$ cat src/periph_pkg.sv
package periph_pkg;
	// Colour select codes
	localparam logic [1:0] LED_NONE = 2'h0;
	localparam logic [1:0] LED_RED = 2'h1;
	localparam logic [1:0] LED_GREEN = 2'h2;
	localparam logic [1:0] LED_BLUE = 2'h3;
	// Colour slot length of the display sequence, in clocks
	localparam logic [15:0] SLOT_CYCLES = 16'h0100;
	// Auto-initialization length, in clocks
	localparam logic [15:0] INIT_CYCLES = 16'h0040;
	// Flash clock half period, in clocks
	localparam logic [3:0] SCLK_HALF = 4'h2;
	// Conversion result width
	localparam int ADC_BITS = 8;
	// Settle time per trial bit, in clocks
	localparam logic [7:0] SAR_SETTLE = 8'h10;
	// Control target address on the control bus
	localparam logic [6:0] TARGET_ADDR = 7'h1B;
	// Boot sequence states, Gray coded
	typedef enum logic [1:0] {
		ST_RESET = 2'b00,
		ST_INIT = 2'b01,
		ST_RUN = 2'b11
	} boot_state_t;
endpackage : periph_pkg

$ cat src/sar_if.sv
`timescale 1ns/1ps
// Link between the top and the conversion engine
interface sar_if;
	logic start; // Begin a conversion
	logic cmp; // Synchronised comparator result
	logic charge; // Ramp charge drive
	logic done; // Conversion finished pulse
	logic [7:0] result; // Last result
	modport engine (input start, input cmp, output charge, output done, output result);
	modport ctrl (output start, output cmp, input charge, input done, input result);
endinterface : sar_if

$ cat src/sar_adc.sv
`timescale 1ns/1ps
// Successive-approximation engine: trial code set as charge duty target
module sar_adc (
	input wire logic mclk_i,
	input wire logic sys_rst_i,
	sar_if.engine sif
);
	import periph_pkg::*;
	logic [ADC_BITS-1:0] code_r, code_nxt; // Trial code
	logic [ADC_BITS-1:0] res_r, res_nxt; // Held result
	logic [3:0] bit_r, bit_nxt; // Bit under trial
	logic [7:0] set_r, set_nxt; // Settle counter
	logic busy_r, busy_nxt; // Conversion running
	logic done_r, done_nxt; // Finish pulse
	logic [ADC_BITS-1:0] ramp_r, ramp_nxt; // Ramp counter for charge duty
	logic chg_r, chg_nxt; // Charge output

	// Next-state of the conversion
	always_comb begin
		code_nxt = code_r;
		res_nxt = res_r;
		bit_nxt = bit_r;
		set_nxt = set_r;
		busy_nxt = busy_r;
		done_nxt = 1'b0;
		ramp_nxt = ramp_r + 1'b1;
		chg_nxt = busy_r && (ramp_r < code_r); // Charge duty follows trial code
		if (!busy_r) begin
			if (sif.start) begin
				busy_nxt = 1'b1;
				bit_nxt = 4'(ADC_BITS - 1);
				code_nxt = '0;
				code_nxt[ADC_BITS-1] = 1'b1;
				set_nxt = '0;
			end
		end else if (set_r != SAR_SETTLE) begin
			set_nxt = set_r + 8'h01;
		end else begin
			// Comparator high: ramp above thermistor, drop the bit
			if (sif.cmp) begin
				code_nxt[bit_r[2:0]] = 1'b0;
			end
			set_nxt = '0;
			if (bit_r == 4'h0) begin
				busy_nxt = 1'b0;
				done_nxt = 1'b1;
				res_nxt = sif.cmp ? {code_r[ADC_BITS-1:1], 1'b0} : code_r;
			end else begin
				bit_nxt = bit_r - 4'h1;
				code_nxt[bit_r[2:0] - 3'h1] = 1'b1;
			end
		end
	end

	// Register stage
	always_ff @(posedge mclk_i) begin
		if (sys_rst_i) begin
			code_r <= '0;
			res_r <= '0;
			bit_r <= '0;
			set_r <= '0;
			busy_r <= 1'b0;
			done_r <= 1'b0;
			ramp_r <= '0;
			chg_r <= 1'b0;
		end else begin
			code_r <= code_nxt;
			res_r <= res_nxt;
			bit_r <= bit_nxt;
			set_r <= set_nxt;
			busy_r <= busy_nxt;
			done_r <= done_nxt;
			ramp_r <= ramp_nxt;
			chg_r <= chg_nxt;
		end
	end

	assign sif.charge = chg_r;
	assign sif.done = done_r;
	assign sif.result = res_r;
endmodule : sar_adc

$ cat src/periph_ctrl.sv
`timescale 1ns/1ps
// Functional notes
// - Sequence drives colour select 01/10/11.
// - Colour select low while chip reset.
// - Colour select low during auto-initialization.
// - Host interrupt undriven while in reset.
// - Ramp charge plus comparator successive approximation.
// - Control bus port acts as target.
// - Device generates the flash serial clock.
module periph_ctrl (
	input wire logic mclk_i,
	input wire logic sys_rst_i,
	input wire logic chip_reset_low_i, // Chip reset pin, active low
	input wire logic comparator_result_in_i, // External comparator
	input wire logic control_bus_clock_pin_i, // Bus clock level
	input wire logic control_bus_data_pin_i, // Bus data level
	output logic control_bus_data_pin_o, // Always low when driven
	output logic control_bus_data_pin_oe_o, // Pull data low
	output logic [1:0] led_color_select_o, // Colour enable code
	output logic host_irq_o, // Interrupt level
	output logic host_irq_oe_o, // Interrupt driven
	output logic ramp_charge_out_o, // Comparator charge drive
	output logic flash_serial_clock_o, // Flash clock
	output logic [7:0] temp_result_o, // Last conversion result
	output logic [7:0] ctrl_cmd_o, // Last command byte received
	output logic ctrl_cmd_valid_o // Command byte pulse
);
	import periph_pkg::*;

	// Pin synchronisers, two stages each
	logic [3:0] s1_r, s2_r;
	always_ff @(posedge mclk_i) begin
		s1_r <= {chip_reset_low_i, comparator_result_in_i,
			control_bus_clock_pin_i, control_bus_data_pin_i};
		s2_r <= s1_r;
	end
	logic rst_n_s, cmp_s, scl_s, sda_s;
	assign {rst_n_s, cmp_s, scl_s, sda_s} = s2_r;
	logic hold; // Any reset in force
	assign hold = sys_rst_i | ~rst_n_s;

	// Boot sequence and colour sequencer state
	boot_state_t st_r, st_nxt;
	logic [15:0] cnt_r, cnt_nxt; // Init and slot timer
	logic [1:0] led_r, led_nxt; // Colour select
	logic irq_r, irq_nxt; // Interrupt level
	logic irq_oe_r, irq_oe_nxt; // Interrupt enable

	// Next values of boot and sequencer
	always_comb begin
		st_nxt = st_r;
		cnt_nxt = cnt_r;
		led_nxt = led_r;
		irq_nxt = irq_r;
		irq_oe_nxt = 1'b1;
		case (st_r)
			ST_RESET: begin
				led_nxt = LED_NONE;
				irq_oe_nxt = 1'b0;
				st_nxt = ST_INIT;
				cnt_nxt = '0;
			end
			ST_INIT: begin
				led_nxt = LED_NONE;
				irq_nxt = 1'b1; // High while initializing
				cnt_nxt = cnt_r + 16'h0001;
				if (cnt_r == INIT_CYCLES - 16'h0001) begin
					st_nxt = ST_RUN;
					irq_nxt = 1'b0; // Falling edge marks completion
					cnt_nxt = '0;
					led_nxt = LED_RED;
				end
			end
			ST_RUN: begin
				irq_nxt = 1'b0;
				cnt_nxt = cnt_r + 16'h0001;
				// Step red, green, blue per slot
				if (cnt_r == SLOT_CYCLES - 16'h0001) begin
					cnt_nxt = '0;
					case (led_r)
						LED_RED: led_nxt = LED_GREEN;
						LED_GREEN: led_nxt = LED_BLUE;
						default: led_nxt = LED_RED;
					endcase
				end
			end
			default: st_nxt = ST_RESET;
		endcase
		if (hold) begin
			st_nxt = ST_RESET;
			led_nxt = LED_NONE;
			irq_oe_nxt = 1'b0;
			irq_nxt = 1'b0;
			cnt_nxt = '0;
		end
	end

	always_ff @(posedge mclk_i) begin
		if (sys_rst_i) begin
			st_r <= ST_RESET;
			cnt_r <= '0;
			led_r <= LED_NONE;
			irq_r <= 1'b0;
			irq_oe_r <= 1'b0;
		end else begin
			st_r <= st_nxt;
			cnt_r <= cnt_nxt;
			led_r <= led_nxt;
			irq_r <= irq_nxt;
			irq_oe_r <= irq_oe_nxt;
		end
	end
	logic running;
	assign running = (st_r == ST_RUN);

	// Flash clock divider, idles low
	logic [3:0] div_r, div_nxt;
	logic sclk_r, sclk_nxt;
	always_comb begin
		div_nxt = div_r + 4'h1;
		sclk_nxt = sclk_r;
		if (div_r == SCLK_HALF - 4'h1) begin
			div_nxt = '0;
			sclk_nxt = ~sclk_r;
		end
		if (hold) begin
			div_nxt = '0;
			sclk_nxt = 1'b0;
		end
	end
	always_ff @(posedge mclk_i) begin
		if (sys_rst_i) begin
			div_r <= '0;
			sclk_r <= 1'b0;
		end else begin
			div_r <= div_nxt;
			sclk_r <= sclk_nxt;
		end
	end

	// Temperature conversion engine
	sar_if sif ();
	logic start_r, start_nxt;
	assign start_nxt = running & ~start_r; // Restart after each result
	assign sif.start = start_r;
	assign sif.cmp = cmp_s;
	sar_adc u_sar (
		.mclk_i(mclk_i),
		.sys_rst_i(hold),
		.sif(sif)
	);
	logic chg_r;
	logic [7:0] res_r;
	always_ff @(posedge mclk_i) begin
		if (sys_rst_i) begin
			start_r <= 1'b0;
			chg_r <= 1'b0;
			res_r <= '0;
		end else begin
			start_r <= start_nxt & ~(running & ~sif.done & start_r);
			chg_r <= sif.charge;
			res_r <= sif.done ? sif.result : res_r;
		end
	end

	// Control bus target: address match then write bytes
	logic scl_d_r, sda_d_r;
	logic [3:0] bc_r, bc_nxt; // Bit count in byte
	logic [7:0] sh_r, sh_nxt; // Shift register
	logic act_r, act_nxt; // Transfer addressed to us
	logic adr_r, adr_nxt; // Expecting address byte
	logic ack_r, ack_nxt; // Pulling data low
	logic [7:0] cmd_r, cmd_nxt;
	logic cv_r, cv_nxt;
	always_comb begin
		bc_nxt = bc_r;
		sh_nxt = sh_r;
		act_nxt = act_r;
		adr_nxt = adr_r;
		ack_nxt = ack_r;
		cmd_nxt = cmd_r;
		cv_nxt = 1'b0;
		if (scl_s && sda_d_r && !sda_s) begin
			// Start condition
			bc_nxt = '0;
			adr_nxt = 1'b1;
			act_nxt = 1'b0;
			ack_nxt = 1'b0;
		end else if (scl_s && !sda_d_r && sda_s) begin
			// Stop condition
			adr_nxt = 1'b0;
			act_nxt = 1'b0;
			ack_nxt = 1'b0;
		end else if (scl_s && !scl_d_r) begin
			// Rising clock: sample data
			if (bc_r != 4'h8) begin
				sh_nxt = {sh_r[6:0], sda_s};
				bc_nxt = bc_r + 4'h1;
			end else begin
				bc_nxt = '0;
			end
		end else if (!scl_s && scl_d_r) begin
			// Falling clock: drive or release acknowledge
			ack_nxt = 1'b0;
			if (bc_r == 4'h8) begin
				if (adr_r) begin
					// Answer only when out of initialization
					act_nxt = running && (sh_r[7:1] == TARGET_ADDR) && !sh_r[0];
					ack_nxt = act_nxt;
					adr_nxt = 1'b0;
				end else if (act_r) begin
					cmd_nxt = sh_r;
					cv_nxt = 1'b1;
					ack_nxt = 1'b1;
				end
			end
		end
		if (hold) begin
			act_nxt = 1'b0;
			adr_nxt = 1'b0;
			ack_nxt = 1'b0;
			bc_nxt = '0;
		end
	end
	always_ff @(posedge mclk_i) begin
		if (sys_rst_i) begin
			scl_d_r <= 1'b1;
			sda_d_r <= 1'b1;
			bc_r <= '0;
			sh_r <= '0;
			act_r <= 1'b0;
			adr_r <= 1'b0;
			ack_r <= 1'b0;
			cmd_r <= '0;
			cv_r <= 1'b0;
		end else begin
			scl_d_r <= scl_s;
			sda_d_r <= sda_s;
			bc_r <= bc_nxt;
			sh_r <= sh_nxt;
			act_r <= act_nxt;
			adr_r <= adr_nxt;
			ack_r <= ack_nxt;
			cmd_r <= cmd_nxt;
			cv_r <= cv_nxt;
		end
	end

	// Outputs straight from flip-flops, data level a constant low
	assign control_bus_data_pin_o = 1'b0;
	assign control_bus_data_pin_oe_o = ack_r;
	assign led_color_select_o = led_r;
	assign host_irq_o = irq_r;
	assign host_irq_oe_o = irq_oe_r;
	assign ramp_charge_out_o = chg_r;
	assign flash_serial_clock_o = sclk_r;
	assign temp_result_o = res_r;
	assign ctrl_cmd_o = cmd_r;
	assign ctrl_cmd_valid_o = cv_r;
endmodule : periph_ctrl

$ cat config.mk
export PLATFORM = sky130hd
export DESIGN_NAME = periph_ctrl
export DESIGN_NICKNAME = d
export VERILOG_FILES = /design/src/periph_pkg.sv /design/src/sar_if.sv /design/src/sar_adc.sv /design/src/periph_ctrl.sv
export SDC_FILE = /design/constraint.sdc
export NUM_CORES = 1
export LEC_CHECK = 0
export BUFFER_PORTS_ARGS = -buffer_cell sky130_fd_sc_hd__buf_2
export CORE_UTILIZATION = 42
export CTS_CLUSTER_DIAMETER = 30
export DETAILED_ROUTE_END_ITERATION = 10
export SETUP_SLACK_MARGIN = 0.1
export SYNTH_ARGS = -nofsm -noshare
export SYNTH_HDL_FRONTEND = slang
export SYNTH_SLANG_ARGS = --single-unit
$ cat constraint.sdc
create_clock -name mclk_i -period 2.7 [get_ports mclk_i]
set_input_delay 0.54 -clock mclk_i [delete_from_list [all_inputs] [get_ports mclk_i]]
set_output_delay 0.54 -clock mclk_i [all_outputs]
set_load 0.02 [all_outputs]
[Word-level counts from Yosys, hierarchy flattened]
Index checks and enable logic that the tools add are counted.
Word-level totals
  memories: 0
  memory bits (writable): 0
  bits in latches: 0
  bits in registers: 110
  memory bits (read-only): 0
Operators by class
  eq/ne operators: 16
  shift operators: 0
  bitwise gates (word level): 22
  multiply operators: 0
  add/subtract/negate cells: 7
  magnitude comparators: 5
  muxes and demuxes: 45
  div/mod/pow operators: 0
  reductions and logical operators: 40
Operators by type and width (count)
  8-bit 2-to-1 mux: 10
  16-bit one-hot mux with 3 select lines: 1
  16-bit 2-to-1 mux: 2
  4-bit 2-to-1 mux: 5
  1-bit 2-to-1 mux: 19
  16-bit by 1-bit adder with 16-bit output (second input constant): 1
  8-bit by 1-bit adder with 8-bit output (second input constant): 2
  16-bit by 6-bit == test with 1-bit output (second input constant): 1
  16-bit by 8-bit == test with 1-bit output (second input constant): 1
  1-bit NOT: 14
  2-bit one-hot mux with 3 select lines: 2
  1-bit logical AND: 11
  2-bit AND reduction: 5
  3-bit AND reduction: 3
  3-bit nonzero test: 3
  3-bit OR reduction: 3
  4-bit by 1-bit adder with 4-bit output (second input constant): 2
  8-bit bitwise AND: 1
  3-bit by 4-bit < comparator with 1-bit output (second input constant): 2
  8-bit < comparator: 1
  8-bit by 5-bit inequality test with 1-bit output (second input constant): 1
  8-bit NOT: 1
  8-bit bitwise OR: 1
  4-bit AND reduction: 2
  other kinds (26): 41

[Depth between registers and ports, before layout]
  depth after elaboration: 13
  mapped depth: 8
  gate-level depth less buffers: 7

[Modules after synthesis]
From an unflattened synthesis, not the netlist that was laid out.
Second synthesis, totals
  cells, all modules: 515
  area total of the unflattened synthesis: 4875.9 um2
By module, submodules not included
  periph_ctrl: cells each 310, area an instance 2989.1 um2, instances 1
  sar_adc: cells each 205, area an instance 1886.8 um2, instances 1

[Worst setup path before layout]
Ideal clock, no wire load.
  kind: reg2reg
  start point: register u_sar.bit_r[0]
  end point: register u_sar.res_r[0] (netlist: u_sar.sif.result[0])
  clock period less this slack: 1713 ps
  arrival: 1652 ps
  path slack: 987 ps
  stages on the path, launching flop included: 6
  required time: 2639 ps
  path through: dfxtp_1 -> inv_1 -> ha_1 -> or3b_2 -> nor3_2 -> a32o_1
Between the ends
  cells in the longest elaborated chain, start to end: 2
Ends and longest elaborated chain
  start, declared: line sar_adc.sv:11  | logic [3:0] bit_r, bit_nxt;
  start signal, assigned: line sar_adc.sv:69  | bit_r <= bit_nxt;
  4-bit zero test: line sar_adc.sv:44  | if (bit_r == 4'h0) begin
  3-bit AND reduction (no source line)
  end signal, assigned: line sar_adc.sv:68  | res_r <= res_nxt;
  end, declared: line sar_adc.sv:10  | logic [ADC_BITS-1:0] res_r, res_nxt;
Every way passes these cells.
A chain may end at the register's enable or synchronous reset.

[Final worst setup path]
  start point: register u_sar.bit_r[1]
  end point: register u_sar.res_r[0] (netlist: u_sar.sif.result[0])
Same word-level chain as after synthesis.

==> results.py <==
metrics = {
    "outcome": {
        "outcome": "finished clean",
    },
    "detailed_routing": {
        "routed_via_density": 5.24,
        "drt-total-wl_mm": 9.38,
        "ant_nets": 0,
        "dr.pass1.iters": 4,
        "first_iter_violations": 204,
        "num_vias": 3585,
        "drc": 0,
        "wl_per_cell_um": 13.7,
    },
    "final_layout": {
        "layout.nets": 563,
        "final_area_mm2": 0.00517,
        "drive_gt1_frac": 0.127,
        "antenna_cells": 0,
        "multi_input_area_mm2": 0.00233,
        "fin_cells": 684,
        "ff_latch_area_mm2": 0.00220,
        "area_growth_pct": 9.86,
        "fin_util": 0.475,
        "fillers": 1054,
    },
    "clock_network": {
        "cts_hold_buf": 0,
        "clk_latency_ns": 0.38,
        "post_cts_buffers": 0,
        "clock_path_buffers": 2,
        "clkTransAtPathRegs_ns": 0.10,
        "cts_made_buffers": 9,
        "ctsRootBufferMaster": "clkbuf_8",
        "htree_levels": 3,
        "cts_resized": 0,
        "cts_num_sinks": 110,
        "cts_tree": "built",
    },
    "pwr": {
        "irDropWorstVdd_uv": 326,
        "p_leak_nw": 1.96,
        "power.density_mw_per_mm2": 524,
    },
    "placed_design": {
        "dp.cells": 668,
        "place_area_mm2": 0.00498,
        "gp_congestion": 0.892,
        "dp_hpwl_mm": 6.71,
        "placement.io_buffers": 29,
    },
    "global_route": {
        "busiest_layer": "met2",
        "grt_first_pass_wirelength_mm": 15.5,
        "use_met1": 0.222,
        "overflow": 0,
        "antenna_found_initial": 0,
        "use_met3": 0.0515,
        "grt_max_degree": 26,
        "grt_pass1_vias": 3236,
        "track_usage": 0.171,
        "use_met2": 0.271,
    },
    "timing": {
        "setup-violations-final": 0,
        "post-route-period-util": 0.775,
        "tns_ns": 0,
        "fin_hold_ws_ns": 0.255,
        "grt_setup_unrepaired": "false",
        "maxSlewHeadroom": 0.513,
        "maxSlewViolCount": 0,
        "final.setup_skew_ns": 0.0129,
        "clock.fmax_mhz": 478,
        "finalCriticalPeriod_ns": 2.09,
        "worstMarginPinSlew_ns": 0.724,
        "hold_viol": 0,
    },
    "die": {
        "row_count": 38,
        "die_area_mm2": 0.0116,
        "die_w_um": 108,
        "die_y_um": 108,
        "core_mm2": 0.0109,
        "ios": 31,
        "initial_core_util": 0.432,
    },
    "synthesis": {
        "synth_seq_area_share": 0.468,
        "ys_async_sr_fraction": 0,
        "synthCells": 513,
        "synth_warnings": 0,
        "synth.distinct_cells": 66,
        "ys_ff_latch": 110,
        "synth.avg_cell_area_um2": 9.17,
        "yosys_most_used_dff": "dfxtp_1",
        "synth_edf_count": 0,
        "syn_area_mm2": 0.00471,
        "syn-num-nets": 537,
    },
    "critical_path": {
        "crit_type": "flip-flop to flip-flop",
        "startpoint_type": "flip-flop",
        "crit_path_end_kind": "flip-flop",
        "critPathMaxFanout": 9,
        "critical_path_arrival_ns": 2.41,
        "cp.required_ns": 3.01,
    },
    "worst_hold_path": {
        "min_path_type": "primary input to flip-flop",
    },
    "run": {
        "drv_cap": 0,
    },
}
[worst paths after layout]
check	start	to	slack, ns	cells after the start
max	u_sar.bit_r[1]	u_sar.sif.result[0]	0.61	5
min	comparator_result_in_i	s1_r[2]	0.26	1
max reg2reg	u_sar.bit_r[1]	u_sar.sif.result[0]	0.61	5
min reg2reg	s1_r[0]	s2_r[0]	0.34	0
[critical path: stages (launching register included)]
cell	delay, ns
dfxtp_1	0.39
inv_1	0.16
ha_1	0.17
or3b_2	0.49
nor3_2	0.56
a32o_1	0.25
[flip-flops by register name (all words and copies together), names as in the netlist, 8 cells and up]
register and cells:
cnt_r 16, ctrl_cmd_o 8, sh_r 8, temp_result_o 8, u_sar.code_r 8, u_sar.ramp_r 8, u_sar.set_r 8, u_sar.sif.result 8
[synthesized netlist by cell type, types with 6 or more instances]
cell | count | share of area
xnor2_1 | 8 | 0.015
mux2i_1 | 27 | 0.057
and3_1 | 7 | 0.0093
nor2b_1 | 6 | 0.0080
clkbuf_1 | 10 | 0.0080
nand2b_1 | 7 | 0.0093
inv_1 | 23 | 0.018
nor3_1 | 11 | 0.012
nand3_1 | 20 | 0.021
xor2_1 | 14 | 0.026
nand4_1 | 9 | 0.012
dfxtp_1 | 110 | 0.47
o21ai_0 | 20 | 0.021
a22o_1 | 7 | 0.013
ha_1 | 18 | 0.048
nor2_1 | 70 | 0.056
nand2_1 | 39 | 0.031
a21oi_1 | 19 | 0.020
a31oi_1 | 10 | 0.013
[cells by family (layout without fill, tap and decap cells)]
family	count (synthesis)	count (layout)	synth area share
AOI/OAI and AO/OA	88	88	0.123
buffers and inverters	42	73	0.0359
and+or+nand+nor	203	203	0.221
other	1	1	0.000797
xor gates and xnor gates	22	22	0.0409
DFF	110	110	0.468
adders and majority gates	19	19	0.0500
muxes	28	28	0.0598
[layout by cell type (no fill, tap or decap), types with 18 or more instances in the layout]
cell,synthesis,final
nand2_1,39,39
mux2i_1,27,27
ha_1,18,18
nand3_1,20,20
buf_2,3,29
dfxtp_1,110,110
o21ai_0,20,20
a21oi_1,19,19
inv_1,23,23
nor2_1,70,70
[routing by layer]
layer | wire length, um | share of wire
met5 | 0 | 0
met4 | 119 | 0.013
met3 | 343 | 0.037
met2 | 4310 | 0.46
met1 | 4600 | 0.49
[layout make-up]
type	instances	share of cell area
Multi-Input combinational cell	361	0.452
Sequential cell	110	0.426
Timing Repair Buffer	34	0.0353
Tap cell	140	0.0339
Clock buffer	10	0.0247
Inverter	23	0.0167
Clock inverter	6	0.0119
[through the flow]
| step | setup WS, ns | total power, mW |
|---|---|---|
| final | 0.608 | 2.71 |
| after global routing | 0.488 | 2.82 |
| after CTS | 0.630 | 2.74 |
| after detailed placement | 0.605 | 1.77 |
| after global placement | 0.647 | 1.77 |
| after floorplan | 0.987 | 1.74 |
[report_power, final]
part	internal, mW	switching (mW)	total, mW
clock network	0.428	0.554	0.982
logic	0.0280	0.0490	0.0770
registers	1.64	0.0163	1.65
total	2.09	0.619	2.71
Power figures use the tool's default switching activity.
